**config.mk**
```make
export PLATFORM = sky130hd
export DESIGN_NAME = lbbc_top
export DESIGN_NICKNAME = d
export VERILOG_FILES = /design/src/rtl/lbbc_top.v
export VERILOG_INCLUDE_DIRS = /design/src /design/src/rtl
export SDC_FILE = /design/constraint.sdc
export NUM_CORES = 1
export LEC_CHECK = 0
export BUFFER_PORTS_ARGS = -buffer_cell sky130_fd_sc_hd__buf_2
export CAP_MARGIN = 10
export CELL_PAD_IN_SITES_DETAIL_PLACEMENT = 1
export CELL_PAD_IN_SITES_GLOBAL_PLACEMENT = 1
export CORE_UTILIZATION = 35
export DETAILED_ROUTE_END_ITERATION = 16
export HOLD_SLACK_MARGIN = 0.02
export PLACE_DENSITY_LB_ADDON = 0.1
export SLEW_MARGIN = 30
export SYNTH_ARGS = -nofsm -noshare
export SYNTH_HDL_FRONTEND = slang
export SYNTH_SLANG_ARGS = --single-unit
```
**constraint.sdc**
```tcl
create_clock -name CLK_SYS_IN -period 5.4 [get_ports CLK_SYS_IN]
set_input_delay 0.27 -clock CLK_SYS_IN [delete_from_list [all_inputs] [get_ports CLK_SYS_IN]]
set_output_delay 0.27 -clock CLK_SYS_IN [all_outputs]
set_load 0.05 [all_outputs]
```
**src/rtl/lbbc_regs.vh**
```
`ifndef LBBC_REGS_VH
`define LBBC_REGS_VH
// register addresses
`define LBBC_ADDR_GEN_CTRL 8'h10
`define LBBC_ADDR_MAIN_BRIGHT 8'hA0
`define LBBC_ADDR_IND_BRIGHT 8'hC0
// reset values
`define LBBC_RST_GEN_CTRL 8'h20
`define LBBC_RST_MAIN_BRIGHT 8'hE0
`define LBBC_RST_IND_BRIGHT 8'hFC
// general control fields
`define LBBC_GC_MAIN_EN 0
`define LBBC_GC_TEST_LOW 1
`define LBBC_GC_IND_EN 2
`define LBBC_GC_SENSE_EN 3
`define LBBC_GC_TEST_HIGH 4
// pwm timing
`define LBBC_CLK_HZ 200000000
`define LBBC_PWM_HZ 20000
`define LBBC_PWM_PERIOD_CYC (`LBBC_CLK_HZ / `LBBC_PWM_HZ)
`define LBBC_PWM_SLOT_CYC (`LBBC_PWM_PERIOD_CYC / 16)
`endif

```
**src/rtl/lbbc_top.v**
```verilog
// Notes on behaviour
// - acknowledge every received byte on ninth pulse, except a chip address that does not match
// - direction bit 0 write, 1 read
// - second byte register address, third byte data
// - address 10h is general control register
// - A0h main brightness, C0h indicator brightness
// - bit 0 enables main sinks
// - bit 2 enables indicator sink
// - bit 3 enables fifth sink voltage sensing
// - low five bits form main code
// - unused brightness bits have no effect
// - main code maps to level and duty
// - main pwm runs at fixed 20kHz
// - indicator code picks analog level only
// - reset pin low restores defaults, disables
`timescale 1ns/1ps
`default_nettype none
`include "lbbc_regs.vh"
module lbbc_top #(
  parameter [6:0] CHIP_ADDR = 7'h2A, // arbitrary value
  parameter PWM_SLOT_CYC = `LBBC_PWM_SLOT_CYC
) (
  input wire CLK_SYS_IN,
  input wire RST_IN,
  input wire RESET_N_IN,
  input wire SCL_IN,
  input wire SDA_IN,
  output wire SDA_OUT,
  output wire SDA_OE_OUT,
  output reg MAIN_SINK_ON_OUT,
  output reg [1:0] MAIN_LEVEL_OUT,
  output reg IND_SINK_ON_OUT,
  output reg [1:0] IND_LEVEL_OUT,
  output reg FIFTH_SENSE_ON_OUT
);
  // ****************************************
  // pin synchronisers
  // ****************************************
  reg [2:0] scl_sync_reg;
  reg [2:0] sda_sync_reg;
  reg [2:0] rstn_sync_reg;
  reg scl_reg;
  reg sda_reg;
  reg rstn_reg;
  always @(posedge CLK_SYS_IN) begin
    if (RST_IN) begin
      scl_sync_reg <= 3'h7;
      sda_sync_reg <= 3'h7;
      rstn_sync_reg <= 3'h7;
      scl_reg <= 1'b1;
      sda_reg <= 1'b1;
      rstn_reg <= 1'b1;
    end else begin
      scl_sync_reg <= {scl_sync_reg[1:0], SCL_IN};
      sda_sync_reg <= {sda_sync_reg[1:0], SDA_IN};
      rstn_sync_reg <= {rstn_sync_reg[1:0], RESET_N_IN};
      // a change counts once stages two and three agree
      if (scl_sync_reg[1] == scl_sync_reg[2]) begin
        scl_reg <= scl_sync_reg[2];
      end
      if (sda_sync_reg[1] == sda_sync_reg[2]) begin
        sda_reg <= sda_sync_reg[2];
      end
      if (rstn_sync_reg[1] == rstn_sync_reg[2]) begin
        rstn_reg <= rstn_sync_reg[2];
      end
    end
  end
  reg scl_d_reg;
  reg sda_d_reg;
  always @(posedge CLK_SYS_IN) begin
    if (RST_IN) begin
      scl_d_reg <= 1'b1;
      sda_d_reg <= 1'b1;
    end else begin
      scl_d_reg <= scl_reg;
      sda_d_reg <= sda_reg;
    end
  end
  wire scl_rise = scl_reg & ~scl_d_reg;
  wire scl_fall = ~scl_reg & scl_d_reg;
  wire start_ev = scl_reg & scl_d_reg & sda_d_reg & ~sda_reg;
  wire stop_ev = scl_reg & scl_d_reg & ~sda_d_reg & sda_reg;
  wire dev_rst = RST_IN | ~rstn_reg;

  // ****************************************
  // serial slave
  // ****************************************
  localparam ST_IDLE = 3'd0;
  localparam ST_CHIP = 3'd1;
  localparam ST_REG = 3'd2;
  localparam ST_DATA = 3'd3;
  localparam ST_READ = 3'd4;
  reg [2:0] state_reg;
  reg [2:0] bit_cnt_reg;
  reg byte_done_reg;
  reg [7:0] shift_reg;
  reg in_ack_reg;
  reg drive_low_reg;
  reg master_nack_reg;
  reg [7:0] reg_ptr_reg;
  reg [7:0] gen_ctrl_reg;
  reg [7:0] main_bright_reg;
  reg [7:0] ind_bright_reg;
  reg [7:0] rd_data;
  always @* begin
    if (reg_ptr_reg == `LBBC_ADDR_GEN_CTRL) begin
      rd_data = gen_ctrl_reg;
    end else if (reg_ptr_reg == `LBBC_ADDR_MAIN_BRIGHT) begin
      rd_data = main_bright_reg;
    end else if (reg_ptr_reg == `LBBC_ADDR_IND_BRIGHT) begin
      rd_data = ind_bright_reg;
    end else begin
      rd_data = 8'h00;
    end
  end
  assign SDA_OUT = 1'b0;
  assign SDA_OE_OUT = drive_low_reg;
  always @(posedge CLK_SYS_IN) begin
    if (dev_rst) begin
      state_reg <= ST_IDLE;
      bit_cnt_reg <= 3'h0;
      byte_done_reg <= 1'b0;
      shift_reg <= 8'h00;
      in_ack_reg <= 1'b0;
      drive_low_reg <= 1'b0;
      master_nack_reg <= 1'b0;
      reg_ptr_reg <= 8'h00;
      gen_ctrl_reg <= `LBBC_RST_GEN_CTRL;
      main_bright_reg <= `LBBC_RST_MAIN_BRIGHT;
      ind_bright_reg <= `LBBC_RST_IND_BRIGHT;
    end else if (start_ev) begin
      // restart also begins a new address byte
      state_reg <= ST_CHIP;
      bit_cnt_reg <= 3'h0;
      byte_done_reg <= 1'b0;
      in_ack_reg <= 1'b0;
      drive_low_reg <= 1'b0;
    end else if (stop_ev) begin
      state_reg <= ST_IDLE;
      drive_low_reg <= 1'b0;
    end else if (state_reg != ST_IDLE) begin
      if (scl_rise) begin
        if (in_ack_reg) begin
          master_nack_reg <= sda_reg;
        end else begin
          // bits count on rises: the fall after a start is no bit
          bit_cnt_reg <= bit_cnt_reg + 3'h1;
          byte_done_reg <= (bit_cnt_reg == 3'h7);
          if (state_reg != ST_READ) begin
            shift_reg <= {shift_reg[6:0], sda_reg};
          end
        end
      end else if (scl_fall) begin
        if (in_ack_reg) begin
          in_ack_reg <= 1'b0;
          drive_low_reg <= 1'b0;
          if (state_reg == ST_READ) begin
            if (master_nack_reg) begin
              state_reg <= ST_IDLE;
            end else begin
              shift_reg <= rd_data;
              drive_low_reg <= ~rd_data[7];
            end
          end
        end else if (byte_done_reg) begin
          byte_done_reg <= 1'b0;
          in_ack_reg <= 1'b1;
          drive_low_reg <= (state_reg != ST_READ);
          case (state_reg)
            ST_CHIP: begin
              if (shift_reg[7:1] != CHIP_ADDR) begin
                state_reg <= ST_IDLE;
                drive_low_reg <= 1'b0;
                in_ack_reg <= 1'b0;
              end else if (shift_reg[0]) begin
                state_reg <= ST_READ;
              end else begin
                state_reg <= ST_REG;
              end
            end
            ST_REG: begin
              reg_ptr_reg <= shift_reg;
              state_reg <= ST_DATA;
            end
            ST_DATA: begin
              if (reg_ptr_reg == `LBBC_ADDR_GEN_CTRL) begin
                gen_ctrl_reg <= shift_reg;
              end else if (reg_ptr_reg == `LBBC_ADDR_MAIN_BRIGHT) begin
                main_bright_reg <= shift_reg;
              end else if (reg_ptr_reg == `LBBC_ADDR_IND_BRIGHT) begin
                ind_bright_reg <= shift_reg;
              end
            end
            default: begin
              state_reg <= state_reg;
            end
          endcase
        end else if (state_reg == ST_READ) begin
          shift_reg <= {shift_reg[6:0], 1'b0};
          drive_low_reg <= ~shift_reg[6];
        end
      end
    end
  end

  // ****************************************
  // main bank pwm
  // ****************************************
  localparam [15:0] SLOT_LAST = PWM_SLOT_CYC[15:0] - 16'h0001;
  reg [15:0] slot_cnt_reg;
  reg [3:0] phase_reg;
  always @(posedge CLK_SYS_IN) begin
    if (dev_rst) begin
      slot_cnt_reg <= 16'h0000;
      phase_reg <= 4'h0;
    end else if (slot_cnt_reg == SLOT_LAST) begin
      slot_cnt_reg <= 16'h0000;
      phase_reg <= phase_reg + 4'h1;
    end else begin
      slot_cnt_reg <= slot_cnt_reg + 16'h0001;
    end
  end
  wire [4:0] main_code = main_bright_reg[4:0];
  reg [1:0] level;
  reg [3:0] duty_m1;
  always @* begin
    // level and duty per code; duty_m1 is on-slots minus one
    if (main_code <= 5'h0F) begin
      level = 2'd0;
      duty_m1 = main_code[3:0];
    end else if (main_code <= 5'h16) begin
      level = 2'd1;
      duty_m1 = main_code[3:0] + 4'd9;
    end else if (main_code <= 5'h1C) begin
      level = 2'd2;
      duty_m1 = main_code[3:0] + 4'd3;
    end else if (main_code == 5'h1D) begin
      level = 2'd3;
      duty_m1 = 4'd12;
    end else if (main_code == 5'h1E) begin
      level = 2'd3;
      duty_m1 = 4'd14;
    end else begin
      level = 2'd3;
      duty_m1 = 4'd15;
    end
  end
  // code taken at period start only: a mid-period change leaves no runt pulse
  reg [3:0] duty_m1_reg;
  reg [1:0] level_reg;
  always @(posedge CLK_SYS_IN) begin
    if (dev_rst) begin
      duty_m1_reg <= 4'h0;
      level_reg <= 2'h0;
    end else if (slot_cnt_reg == SLOT_LAST && phase_reg == 4'hF) begin
      duty_m1_reg <= duty_m1;
      level_reg <= level;
    end
  end
  always @(posedge CLK_SYS_IN) begin
    if (dev_rst) begin
      MAIN_SINK_ON_OUT <= 1'b0;
      MAIN_LEVEL_OUT <= 2'd0;
      IND_SINK_ON_OUT <= 1'b0;
      IND_LEVEL_OUT <= 2'd0;
      FIFTH_SENSE_ON_OUT <= 1'b0;
    end else begin
      MAIN_SINK_ON_OUT <= gen_ctrl_reg[`LBBC_GC_MAIN_EN] & (phase_reg <= duty_m1_reg);
      MAIN_LEVEL_OUT <= level_reg;
      IND_SINK_ON_OUT <= gen_ctrl_reg[`LBBC_GC_IND_EN];
      IND_LEVEL_OUT <= ind_bright_reg[1:0];
      FIFTH_SENSE_ON_OUT <= gen_ctrl_reg[`LBBC_GC_SENSE_EN];
    end
  end
endmodule
`default_nettype wire

```
==> results of run 1 <==
## routing by layer
layer / up-vias / share of wire (%)
li1: 1753 / -
met1: 1740 / 51
met2: 17 / 46
met3: 12 / 2.0
met4: 0 / 1.2
met5: - / 0
## per-stage QoR
stage          instance area [µm²]  setup slack (ns)
2_1_floorplan                 4550              3.55
3_3_place_gp                  4690              3.18
3_5_place_dp                  4700              3.20
4_1_cts                       5000              3.18
5_1_grt                       5000              2.96
6_report                      5000              3.20
## Yosys cell counts (7+ instances only)
cell type,n
ha_1,16
clkbuf_1,15
mux2i_1,28
a32o_1,7
and2_1,8
nand2b_1,13
nand3_1,16
xor2_1,12
dfxtp_1,97
o21ai_0,22
or2_2,11
and3_1,9
nor2_1,49
inv_1,15
a21oi_1,12
nand2_1,59
## logic make-up (layout without fill, tap and decap cells)
group	after synthesis	in the layout	share of synthesized area, %
adders and majority gates	16	16	4.40
muxes	29	29	6.40
AOI/OAI and AO/OA	85	85	13.5
buffers and inverters	42	44	4.53
xor gates and xnor gates	18	18	3.46
DFF	97	97	42.6
other	1	1	0.0823
and+or+nand+nor	212	212	25.0
## worst min-delay path by stage
stage	endpoint	start	cells after the start
after floorplan	rstn_sync_reg[0]	RESET_N_IN	1
after global placement	sda_sync_reg[1]	sda_sync_reg[0]	1
after detailed placement	sda_sync_reg[1]	sda_sync_reg[0]	1
after CTS	rstn_sync_reg[0]	RESET_N_IN	2
after global routing	scl_sync_reg[0]	SCL_IN	2
final	rstn_sync_reg[0]	RESET_N_IN	2
## worst max-delay path: stages, from the launching register on
cell	delay [ns]
dfxtp_1	0.34
or4b_1	0.58
nor2_2	0.39
nand4_2	0.43
mux2i_1	0.27
nand2_1	0.07
## power groups by stage
stage | sequential (mW) | clock [mW] | combinational (mW)
detailed placement | 0.740 | 0 | 0.0289
finish | 0.723 | 0.666 | 0.0279
global placement | 0.740 | 0 | 0.0282
CTS | 0.723 | 0.694 | 0.0292
global route | 0.724 | 0.716 | 0.0319
floorplan | 0.739 | 0 | 0.0222
## area by class of cell
type                    instances  area share [%]
multi-input cells             361            48.3
flip-flops and latches         97            38.8
clock buffers                  11            4.85
well taps                     172            4.30
repair buffers                 13            1.35
clock inverters                 5            1.25
inverters                      15            1.13
==> metrics.md, run 1 <==
| Metric | Value |
|---|---|
| Status | `complete, no violations` |
| Initial core utilization | `35.9%` |
| Total CTS buffers | `9` |
| TNS Setup | `0 ns` |
| Total global routing overflow | `0` |
| Core area | `12700 µm²` |
| Storage cell area | `1940 µm²` |
| Final Hold Viols | `0` |
| WHS | `0.0985 ns` |
| Total GRT Usage | `17.7%` |
| Mapped Area | `4550 µm²` |
| Commonest non-fill, non-tap cells in the layout | `97 x dfxtp_1, 59 x nand2_1, 49 x nor2_1, 28 x mux2i_1, 22 x o21ai_0` |
| CTS clk-pin slew, worst paths | `0.07 ns` |
| Most common flop cell mapped by yosys | `dfxtp_1` |
| Area of the multi-input gates | `2420 µm²` |
| Port bufs | `12` |
| Internal power | `1.10 mW` |
| Clock share of power | `47.0%` |
| CP Class | `register to register` |
| PD cells | `283 nW/µm²` |
| Worst Setup EP | `gen_ctrl_reg[5]` |
| Flop pwr share | `51.0%` |
| # fillers | `1479` |
| Max-slew violations | `0` |
| Max_slew headroom | `60.1%` |
| Avg Cell Area, Syn | `9.11 µm²` |
| Switching share of power | `22.1%` |
| Commonest non-fill, non-tap cell in the layout | `dfxtp_1` |
| Skew-Pair Late Insertion Delay | `0.36 ns` |
| Period minus WS final | `2.20 ns` |
| Hold WC Path Type | `input pin to register` |
| Reg-to-reg endpoint | `gen_ctrl_reg[5]` |
| Hpwl dp | `7350 µm` |
| Cell taking the most area after synthesis | `dfxtp_1` |
| Die height | `116 µm` |
| Max reg flops | `16` |
| Largest net degree at the start of global routing | `47` |
| Worst VDD drop | `0.138 mV` |
| I/O pins | `14` |
| Vias | `3522` |
| Post-Synthesis Cells | `500` |
| DRC viols | `0` |
| Final core occ | `39.5%` |
| Tcrit/Tclk final | `40.8%` |
| NetSw | `313 µW` |
| Power Total | `1.42 mW` |
| DR iter-0 viols | `156` |
| GP Congestion | `0.756` |
| Synth top area share | `42.6%` |
| RSZ-0062 raised after global routing | `false` |
| Ys async rst share | `0%` |
| CTS tree | `done` |
| Die area | `13500 µm²` |
| Comb pwr share | `2.0%` |
| Max Fanout on Critical Path | `10` |
| CP Data Arrival Time | `2.43 ns` |
| Startpoint class of the critical path | `register` |
| CP required | `5.63 ns` |
| Yosys warnings | `0` |
| Max clock buf depth | `2` |
| Grt met2 use | `28.7%` |
| Static Leakage | `2.02 nW` |
| Netlist cell types | `65` |
| H-tree Lvls | `3` |
| Total of max-cap violations | `0` |
| Max Fclk | `0.454 GHz` |
| Detailed Routing Iterations Pass 1 | `4` |
| Initial antenna violation count | `0` |
| Clock root buffer | `clkbuf_16` |
| N_diodes | `0` |
| Post CTS Setup Buffer Count | `0` |
| Met1 Track Usage GR | `23.0%` |
| Routed wire per std cell | `16.1 µm` |
| Share of cells above drive strength 1 | `10.4%` |
| Seq/Total Area, Yosys | `42.6%` |
| Top cells by area, synth | `dfxtp_1 43%, mux2i_1 6.2%, nand2_1 4.9%` |
| Clock sinks | `97` |
| # setup viols final | `0` |
| Seq cells post-synth | `97` |
| Post-route ant nets | `0` |
| Hold buffers post-CTS | `0` |
| Reg2reg start | `reg_ptr_reg[7]` |
| Busiest layer in global routing | `met2` |
| Met3 usage | `4.71%` |
| Final Routed Wirelength | `10800 µm` |
| DP Cell Count | `658` |
| Vias per cell | `5.23` |
| First-pass GRT wire length | `18200 µm` |
| Post-synth EDFFs | `0` |
| Die span in x | `116 µm` |
| Worst Max-Slew Pin Slew | `0.599 ns` |
| Setup crit start | `reg_ptr_reg[7]` |
| Reg2Reg Setup Slack | `3.20 ns` |
| Row cnt | `41` |
| Worst R2R Path Depth | `5` |
| Non-Filler Instances | `674` |
| Syn nets | `521` |
| Vias in the first global route | `3581` |
| Nets | `518` |
| Synthesis-to-finish area growth | `9.84%` |
| CP Capture Type | `register` |
| Post-CTS sizing | `0` |
| Worst clock skew | `0.00705 ns` |
No activity file was read; power rests on OpenSTA's default activity.
==> run 2, diff against run 1 <==
- ABC_AREA: unset -> 1
- clock period: 5.4 -> 1.87 ns (I/O delays scaled with it)
==> metrics.md, run 2 <==
| Metric | Value |
|---|---|
| Skew-Pair Late Insertion Delay | `0.35 ns (was 0.36 ns)` |
| Max Fclk | `0.571 GHz (was 0.454 GHz)` |
| Hold WC Path Type | `input pin to register (unchanged)` |
| Clock root buffer | `clkbuf_16 (unchanged)` |
| DR iter-0 viols | `161 (was 156)` |
| Vias per cell | `4.87 (was 5.23)` |
| Worst VDD drop | `0.389 mV (was 0.138 mV)` |
| Final Hold Viols | `0 (unchanged)` |
| Netlist cell types | `37 (was 65)` |
| CP Capture Type | `register (unchanged)` |
| Vias in the first global route | `4523 (was 3581)` |
| Switching share of power | `22.9% (was 22.1%)` |
| Max clock buf depth | `2 (unchanged)` |
| Die area | `14200 µm² (was 13500 µm²)` |
| CP Data Arrival Time | `1.98 ns (was 2.43 ns)` |
| Total CTS buffers | `9 (unchanged)` |
| DP Cell Count | `899 (was 658)` |
| Tcrit/Tclk final | `93.6% (was 40.8%)` |
| Static Leakage | `2.48 nW (was 2.02 nW)` |
| Nets | `759 (was 518)` |
| Count leader, synth | `nand2_1 (was dfxtp_1)` |
| CTS tree | `done (unchanged)` |
| NetSw | `908 µW (was 313 µW)` |
| CP peak stage delay | `0.35 ns (was 0.58 ns)` |
| DRC viols | `0 (unchanged)` |
| Storage cell area | `1940 µm² (unchanged)` |
| Synth top area share | `40.3% (was 42.6%)` |
| Total GRT Usage | `20.0% (was 17.7%)` |
| Initial antenna violation count | `0 (unchanged)` |
| N_diodes | `0 (unchanged)` |
| Yosys warnings | `0 (unchanged)` |
| # setup viols final | `0 (unchanged)` |
| Initial core utilization | `36.1% (was 35.9%)` |
| Die span in x | `119 µm (was 116 µm)` |
| Flop pwr share | `52.6% (was 51.0%)` |
| Cells along the critical path | `inv_1 > ha_1 > nand2_1 > nor3_4 > buf_4 > nand3_4 > o21ai_0 > a21oi_1 (was or4b_1 > nor2_2 > nand4_2 > mux2i_1 > nand2_1)` |
| H-tree Lvls | `3 (unchanged)` |
| Row cnt | `42 (was 41)` |
| Most common flop cell mapped by yosys | `dfxtp_1 (unchanged)` |
| Status | `complete, no violations (unchanged)` |
| Hpwl dp | `10300 µm (was 7350 µm)` |
| CTS clk-pin slew, worst paths | `0.07 ns (about the same)` |
| Core area | `13300 µm² (was 12700 µm²)` |
| Internal power | `3.06 mW (was 1.10 mW)` |
| Comb pwr share | `2.8% (was 2.0%)` |
| GP Congestion | `0.820 (was 0.756)` |
| Seq/Total Area, Yosys | `40.3% (was 42.6%)` |
| CP Class | `register to register (unchanged)` |
| WHS | `0.0676 ns (was 0.0985 ns)` |
| First-pass GRT wire length | `22300 µm (was 18200 µm)` |
| Bufs and invs on worst path | `2 (was 0)` |
| Ys async rst share | `0% (unchanged)` |
| Period minus WS final | `1.75 ns (was 2.20 ns)` |
| Area of the multi-input gates | `2490 µm² (was 2420 µm²)` |
| Max Fanout on Critical Path | `14 (was 10)` |
| Cell taking the most area after synthesis | `dfxtp_1 (unchanged)` |
| Routed wire per std cell | `14.6 µm (was 16.1 µm)` |
| Power Total | `3.97 mW (was 1.42 mW)` |
| Die height | `119 µm (was 116 µm)` |
| Max reg flops | `16 (unchanged)` |
| Avg Cell Area, Syn | `6.92 µm² (was 9.11 µm²)` |
| Final Routed Wirelength | `13400 µm (was 10800 µm)` |
| Vias | `4478 (was 3522)` |
| PD cells | `708 nW/µm² (was 283 nW/µm²)` |
| CP required | `2.10 ns (was 5.63 ns)` |
| Commonest non-fill, non-tap cell in the layout | `nand2_1 (was dfxtp_1)` |
| I/O pins | `14 (unchanged)` |
| Share of cells above drive strength 1 | `13.5% (was 10.4%)` |
| Top cells by area, synth | `dfxtp_1 40%, nand2_1 11%, nor2_1 9.0% (was dfxtp_1 43%, mux2i_1 6.2%, nand2_1 4.9%)` |
| Clock sinks | `97 (unchanged)` |
| # fillers | `1732 (was 1479)` |
| Post-synth EDFFs | `0 (unchanged)` |
| Total global routing overflow | `0 (unchanged)` |
| Clock share of power | `44.6% (was 47.0%)` |
| Post-Synthesis Cells | `696 (was 500)` |
| Mapped Area | `4820 µm² (was 4550 µm²)` |
| Non-Filler Instances | `919 (was 674)` |
| Post-route ant nets | `0 (unchanged)` |
| Port bufs | `12 (unchanged)` |
| CP max stage cell | `dfxtp_1 (was or4b_1)` |
| Total of max-cap violations | `0 (unchanged)` |
| Synthesis-to-finish area growth | `16.3% (was 9.84%)` |
| Worst clock skew | `0.00890 ns (was 0.00705 ns)` |
| CP top delay family | `simple AND/OR/NAND/NOR gates (unchanged)` |
| Max-slew violations | `0 (unchanged)` |
| Reg2Reg Setup Slack | `0.12 ns (was 3.20 ns)` |
| Seq cells post-synth | `97 (unchanged)` |
| Detailed Routing Iterations Pass 1 | `4 (unchanged)` |
| Syn nets | `717 (was 521)` |
| Startpoint class of the critical path | `register (unchanged)` |
| Commonest non-fill, non-tap cells in the layout | `138 x nand2_1, 112 x nor2_1, 97 x dfxtp_1, 84 x inv_1, 65 x nand3_1 (was 97 x dfxtp_1, 59 x nand2_1, 49 x nor2_1, 28 x mux2i_1, 22 x o21ai_0)` |
| Largest net degree at the start of global routing | `23 (was 47)` |
| Synth top cells by count | `139 x nand2_1, 116 x nor2_1, 97 x dfxtp_1 (was 97 x dfxtp_1, 59 x nand2_1, 49 x nor2_1)` |
## run 2: cell types whose count changed after synthesis, sizes merged, moves of 12 or more
cell / delta
nand2: +82
nor2: +73
inv: +72
nand3: +52
a21oi: +34
mux2i: -28
o21ai: +16
nand2b: -13
clkbuf: -12
nor3: +12
## run 2: area by class of cell
class	instances	share of cell area (%)
Inverter	87	5.83
Clock inverter	6	0.715
Tap cell	176	3.93
Clock buffer	10	4.27
Timing Repair Buffer	47	6.12
Multi-Input combinational cell	496	44.5
Sequential cell	97	34.7
## run 2: worst register-to-register path, delay by kind of cell (launching register included)
family,cells,cell delay [ns]
AND/OR/NAND/NOR,3,0.51
flip-flops,1,0.35
AO/OA/AOI/OAI,2,0.32
buffers and inverters,2,0.27
adder cells (fa/ha/maj),1,0.17
## run 2: path summary, 6_finish.rpt
| check | startpoint | endpoint | cells after the start |
|---|---|---|---|
| max | scl_reg | main_bright_reg[0] | 8 |
| min reg2reg | rstn_sync_reg[0] | rstn_sync_reg[1] | 1 |
| min | RST_IN | rstn_reg | 3 |
| max reg2reg | scl_reg | main_bright_reg[0] | 8 |
## run 2: power groups by stage
stage | clock network (mW) | registers [mW] | logic, mW
4_1_cts | 1.83 | 2.09 | 0.111
3_3_place_gp | 0 | 2.13 | 0.100
5_1_grt | 1.92 | 2.09 | 0.124
6_report | 1.77 | 2.09 | 0.109
3_5_place_dp | 0 | 2.13 | 0.105
2_1_floorplan | 0 | 2.13 | 0.0686
## run 2: layer usage
metal / wire length (µm) / part of all wire, % / up-vias / track usage [%]
met5: 0 / 0 / - / 0
li1: - / - / 2321 / -
met4: 189 / 1.4 / 0 / 6.88
met3: 268 / 2.0 / 13 / 3.07
met1: 6800 / 51 / 2109 / 26.8
met2: 6180 / 46 / 35 / 32.6
## run 2: what timing repair did
| action | in CTS | in global routing |
|---|---|---|
| hold buffers | 3 | 0 |
| setup endpoints to repair | 7 | 40 |
| hold endpoints to repair | 3 | 0 |
| pin swaps | 0 | 2 |
| gates resized for setup | 2 | 11 |
| setup buffers | 0 | 1 |
## run 2: logic make-up (layout without fill, tap and decap cells)
family	Yosys count	after routing	synth area share (%)
AOI/OAI and AO/OA	101	101	12.0
buffers and inverters	103	150	8.65
other	1	1	0.0779
xor gates and xnor gates	4	4	0.728
adders and majority gates	16	16	4.16
and+or+nand+nor	374	374	34.0
DFF	97	97	40.3
## run 2: metrics by stage
| stage | instance area (µm²) | utilization (%) | setup slack, ns | setup TNS (ns) |
|---|---|---|---|---|
| 4_1_cts | 5570 | 41.7 | 0.0232 | 0 |
| 5_1_grt | 5600 | 42.0 | -0.0250 | -0.169 |
| 3_5_place_dp | 5250 | 39.3 | -0.0129 | -0.0153 |
| 6_report | 5600 | 42.0 | 0.119 | 0 |
| 3_3_place_gp | 5250 | 39.3 | 0.0747 | 0 |
| 2_1_floorplan | 4820 | - | 0.223 | 0 |
==> run 3, diff against run 2 <==
- ABC_AREA: 1 -> unset
==> metrics.md, run 3 (synthesized netlist as in run 1, its figures left out) <==
| Metric | Value |
|---|---|
| CP required | `2.10 ns (about the same)` |
| Vias | `3739 (was 4478)` |
| Failing checks | `negative setup slack` |
| Comb pwr share | `2.4% (was 2.8%)` |
| Port bufs | `12 (unchanged)` |
| Clock share of power | `45.4% (was 44.6%)` |
| Skew-Pair Late Insertion Delay | `0.36 ns (was 0.35 ns)` |
| Total CTS buffers | `9 (unchanged)` |
| Total GRT Usage | `19.7% (was 20.0%)` |
| RSZ-0062 raised after global routing | `true` |
| Non-Filler Instances | `726 (was 919)` |
| Status | `complete, but fails checks (was complete, no violations)` |
| TNS Setup | `-0.00106 ns (was 0 ns)` |
| Static Leakage | `2.30 nW (was 2.48 nW)` |
| Total of max-cap violations | `0 (unchanged)` |
| H-tree Lvls | `3 (unchanged)` |
| # fillers | `1508 (was 1732)` |
| PD cells | `732 nW/µm² (was 708 nW/µm²)` |
| Max reg flops | `16 (unchanged)` |
| CP max stage cell | `or4_4 (was dfxtp_1)` |
| Max clock buf depth | `2 (unchanged)` |
| # setup viols final | `1 (was 0)` |
| Detailed Routing Iterations Pass 1 | `4 (unchanged)` |
| Share of cells above drive strength 1 | `20.4% (was 13.5%)` |
| CTS clk-pin slew, worst paths | `0.07 ns (about the same)` |
| DRC viols | `0 (unchanged)` |
| Die height | `116 µm (was 119 µm)` |
| CP Class | `register to register (unchanged)` |
| Vias in the first global route | `3841 (was 4523)` |
| Area of the multi-input gates | `2470 µm² (was 2490 µm²)` |
| Cells along the critical path | `or4_4 > and4bb_2 > nand4_4 > mux2i_1 > nand2_1 (was inv_1 > ha_1 > nand2_1 > nor3_4 > buf_4 > nand3_4 > o21ai_0 > a21oi_1)` |
| Final core occ | `43.2% (was 42.0%)` |
| Vias per cell | `5.15 (was 4.87)` |
| N_diodes | `0 (unchanged)` |
| Final Hold Viols | `0 (unchanged)` |
| GP Congestion | `0.789 (was 0.820)` |
| Synthesis-to-finish area growth | `20.1% (was 16.3%)` |
| I/O pins | `14 (unchanged)` |
| Post-route ant nets | `0 (unchanged)` |
| Largest net degree at the start of global routing | `28 (was 23)` |
| Initial antenna violation count | `0 (unchanged)` |
| Core area | `12700 µm² (was 13300 µm²)` |
| Commonest non-fill, non-tap cells in the layout | `94 x dfxtp_1, 59 x nand2_1, 48 x nor2_1, 45 x buf_4, 28 x mux2i_1 (was 138 x nand2_1, 112 x nor2_1, 97 x dfxtp_1, 84 x inv_1, 65 x nand3_1)` |
| Max Fclk | `0.534 GHz (was 0.571 GHz)` |
| Total global routing overflow | `0 (unchanged)` |
| NetSw | `964 µW (was 908 µW)` |
| Row cnt | `41 (was 42)` |
| DR iter-0 viols | `230 (was 161)` |
| Flop pwr share | `52.1% (was 52.6%)` |
| Max-slew violations | `0 (unchanged)` |
| Routed wire per std cell | `16.6 µm (was 14.6 µm)` |
| Hpwl dp | `8600 µm (was 10300 µm)` |
| Power Total | `4.00 mW (was 3.97 mW)` |
| Initial core utilization | `35.9% (was 36.1%)` |
| DP Cell Count | `703 (was 899)` |
| Period minus WS final | `1.87 ns (was 1.75 ns)` |
| Worst setup margin | `-0.00106 ns (was 0.119 ns)` |
| Worst VDD drop | `0.393 mV (was 0.389 mV)` |
| First-pass GRT wire length | `20000 µm (was 22300 µm)` |
| Max Fanout on Critical Path | `8 (was 14)` |
| Final Routed Wirelength | `12000 µm (was 13400 µm)` |
| Commonest non-fill, non-tap cell in the layout | `dfxtp_1 (was nand2_1)` |
| Tcrit/Tclk final | `100% (was 93.6%)` |
| Worst clock skew | `0.00787 ns (was 0.00890 ns)` |
| Clock root buffer | `clkbuf_16 (unchanged)` |
| Hold WC Path Type | `input pin to register (unchanged)` |
| Nets | `570 (was 759)` |
| CP Capture Type | `register (unchanged)` |
| Startpoint class of the critical path | `register (unchanged)` |
| Switching share of power | `24.1% (was 22.9%)` |
| Clock sinks | `97 (unchanged)` |
| Die area | `13500 µm² (was 14200 µm²)` |
| Die span in x | `116 µm (was 119 µm)` |
| Internal power | `3.04 mW (was 3.06 mW)` |
| CTS tree | `done (unchanged)` |
| Storage cell area | `1950 µm² (was 1940 µm²)` |
| Setup WS pre-CTS | `-0.0356 ns (was -0.0129 ns)` |
| CP Data Arrival Time | `2.11 ns (was 1.98 ns)` |
| CP peak stage delay | `0.56 ns (was 0.35 ns)` |
run 3: per-layer routing:
layer | wire length, µm | global-route usage, % | vias up
li1 | - | - | 1857
met1 | 6010 | 26.2 | 1841
met2 | 5530 | 31.5 | 29
met3 | 255 | 3.66 | 12
met4 | 214 | 8.03 | 0
met5 | 0 | 0 | -
run 3: final timing paths:
| kind | end | startpoint | depth (start not counted) | slack (ns) |
|---|---|---|---|---|
| max | main_bright_reg[7] | reg_ptr_reg[2] | 5 | -0.001 |
| min | scl_reg | RST_IN | 2 | 0.13 |
| max reg2reg | main_bright_reg[7] | reg_ptr_reg[2] | 5 | -0.001 |
| min reg2reg | rstn_sync_reg[1] | rstn_sync_reg[0] | 1 | 0.41 |
run 3: power by group through the flow:
stage	registers (mW)	logic, mW	clock network (mW)
3_3_place_gp	2.14	0.0903	0
2_1_floorplan	2.13	0.0640	0
5_1_grt	2.09	0.109	1.98
4_1_cts	2.09	0.0981	1.89
6_report	2.09	0.0970	1.82
3_5_place_dp	2.14	0.0924	0
run 3: what timing repair did:
| item | CTS | global route |
|---|---|---|
| cloned | 1 | 0 |
| endpoints found under the setup margin | 22 | 44 |
| resized for setup | 3 | 14 |
| hold buffers | 3 | 0 |
| hold endpoints to repair | 3 | 0 |
| pin swaps | 4 | 4 |
| buffers inserted | 1 | 2 |
run 3: stage by stage:
stage               instance area, µm²  hold slack (ns)
global route                      5470            0.150
floorplan                         4550            0.197
detailed placement                5060            0.282
global placement                  5060            0.276
finish                            5470            0.135
CTS                               5410            0.133
run 3: final cells by class:
class	count	share of cell area, %
tap	172	3.93
multi-input combinational	362	45.1
timing repair buffer	64	9.12
inverter	15	1.03
clock buffer	9	4.12
clock inverter	7	1.12
sequential	97	35.6
run 3: critical path: cells and delay by family (launching register included):
kind | cells | cell delay (ns)
flops | 1 | 0.32
simple gates | 4 | 1.20
mux | 1 | 0.22
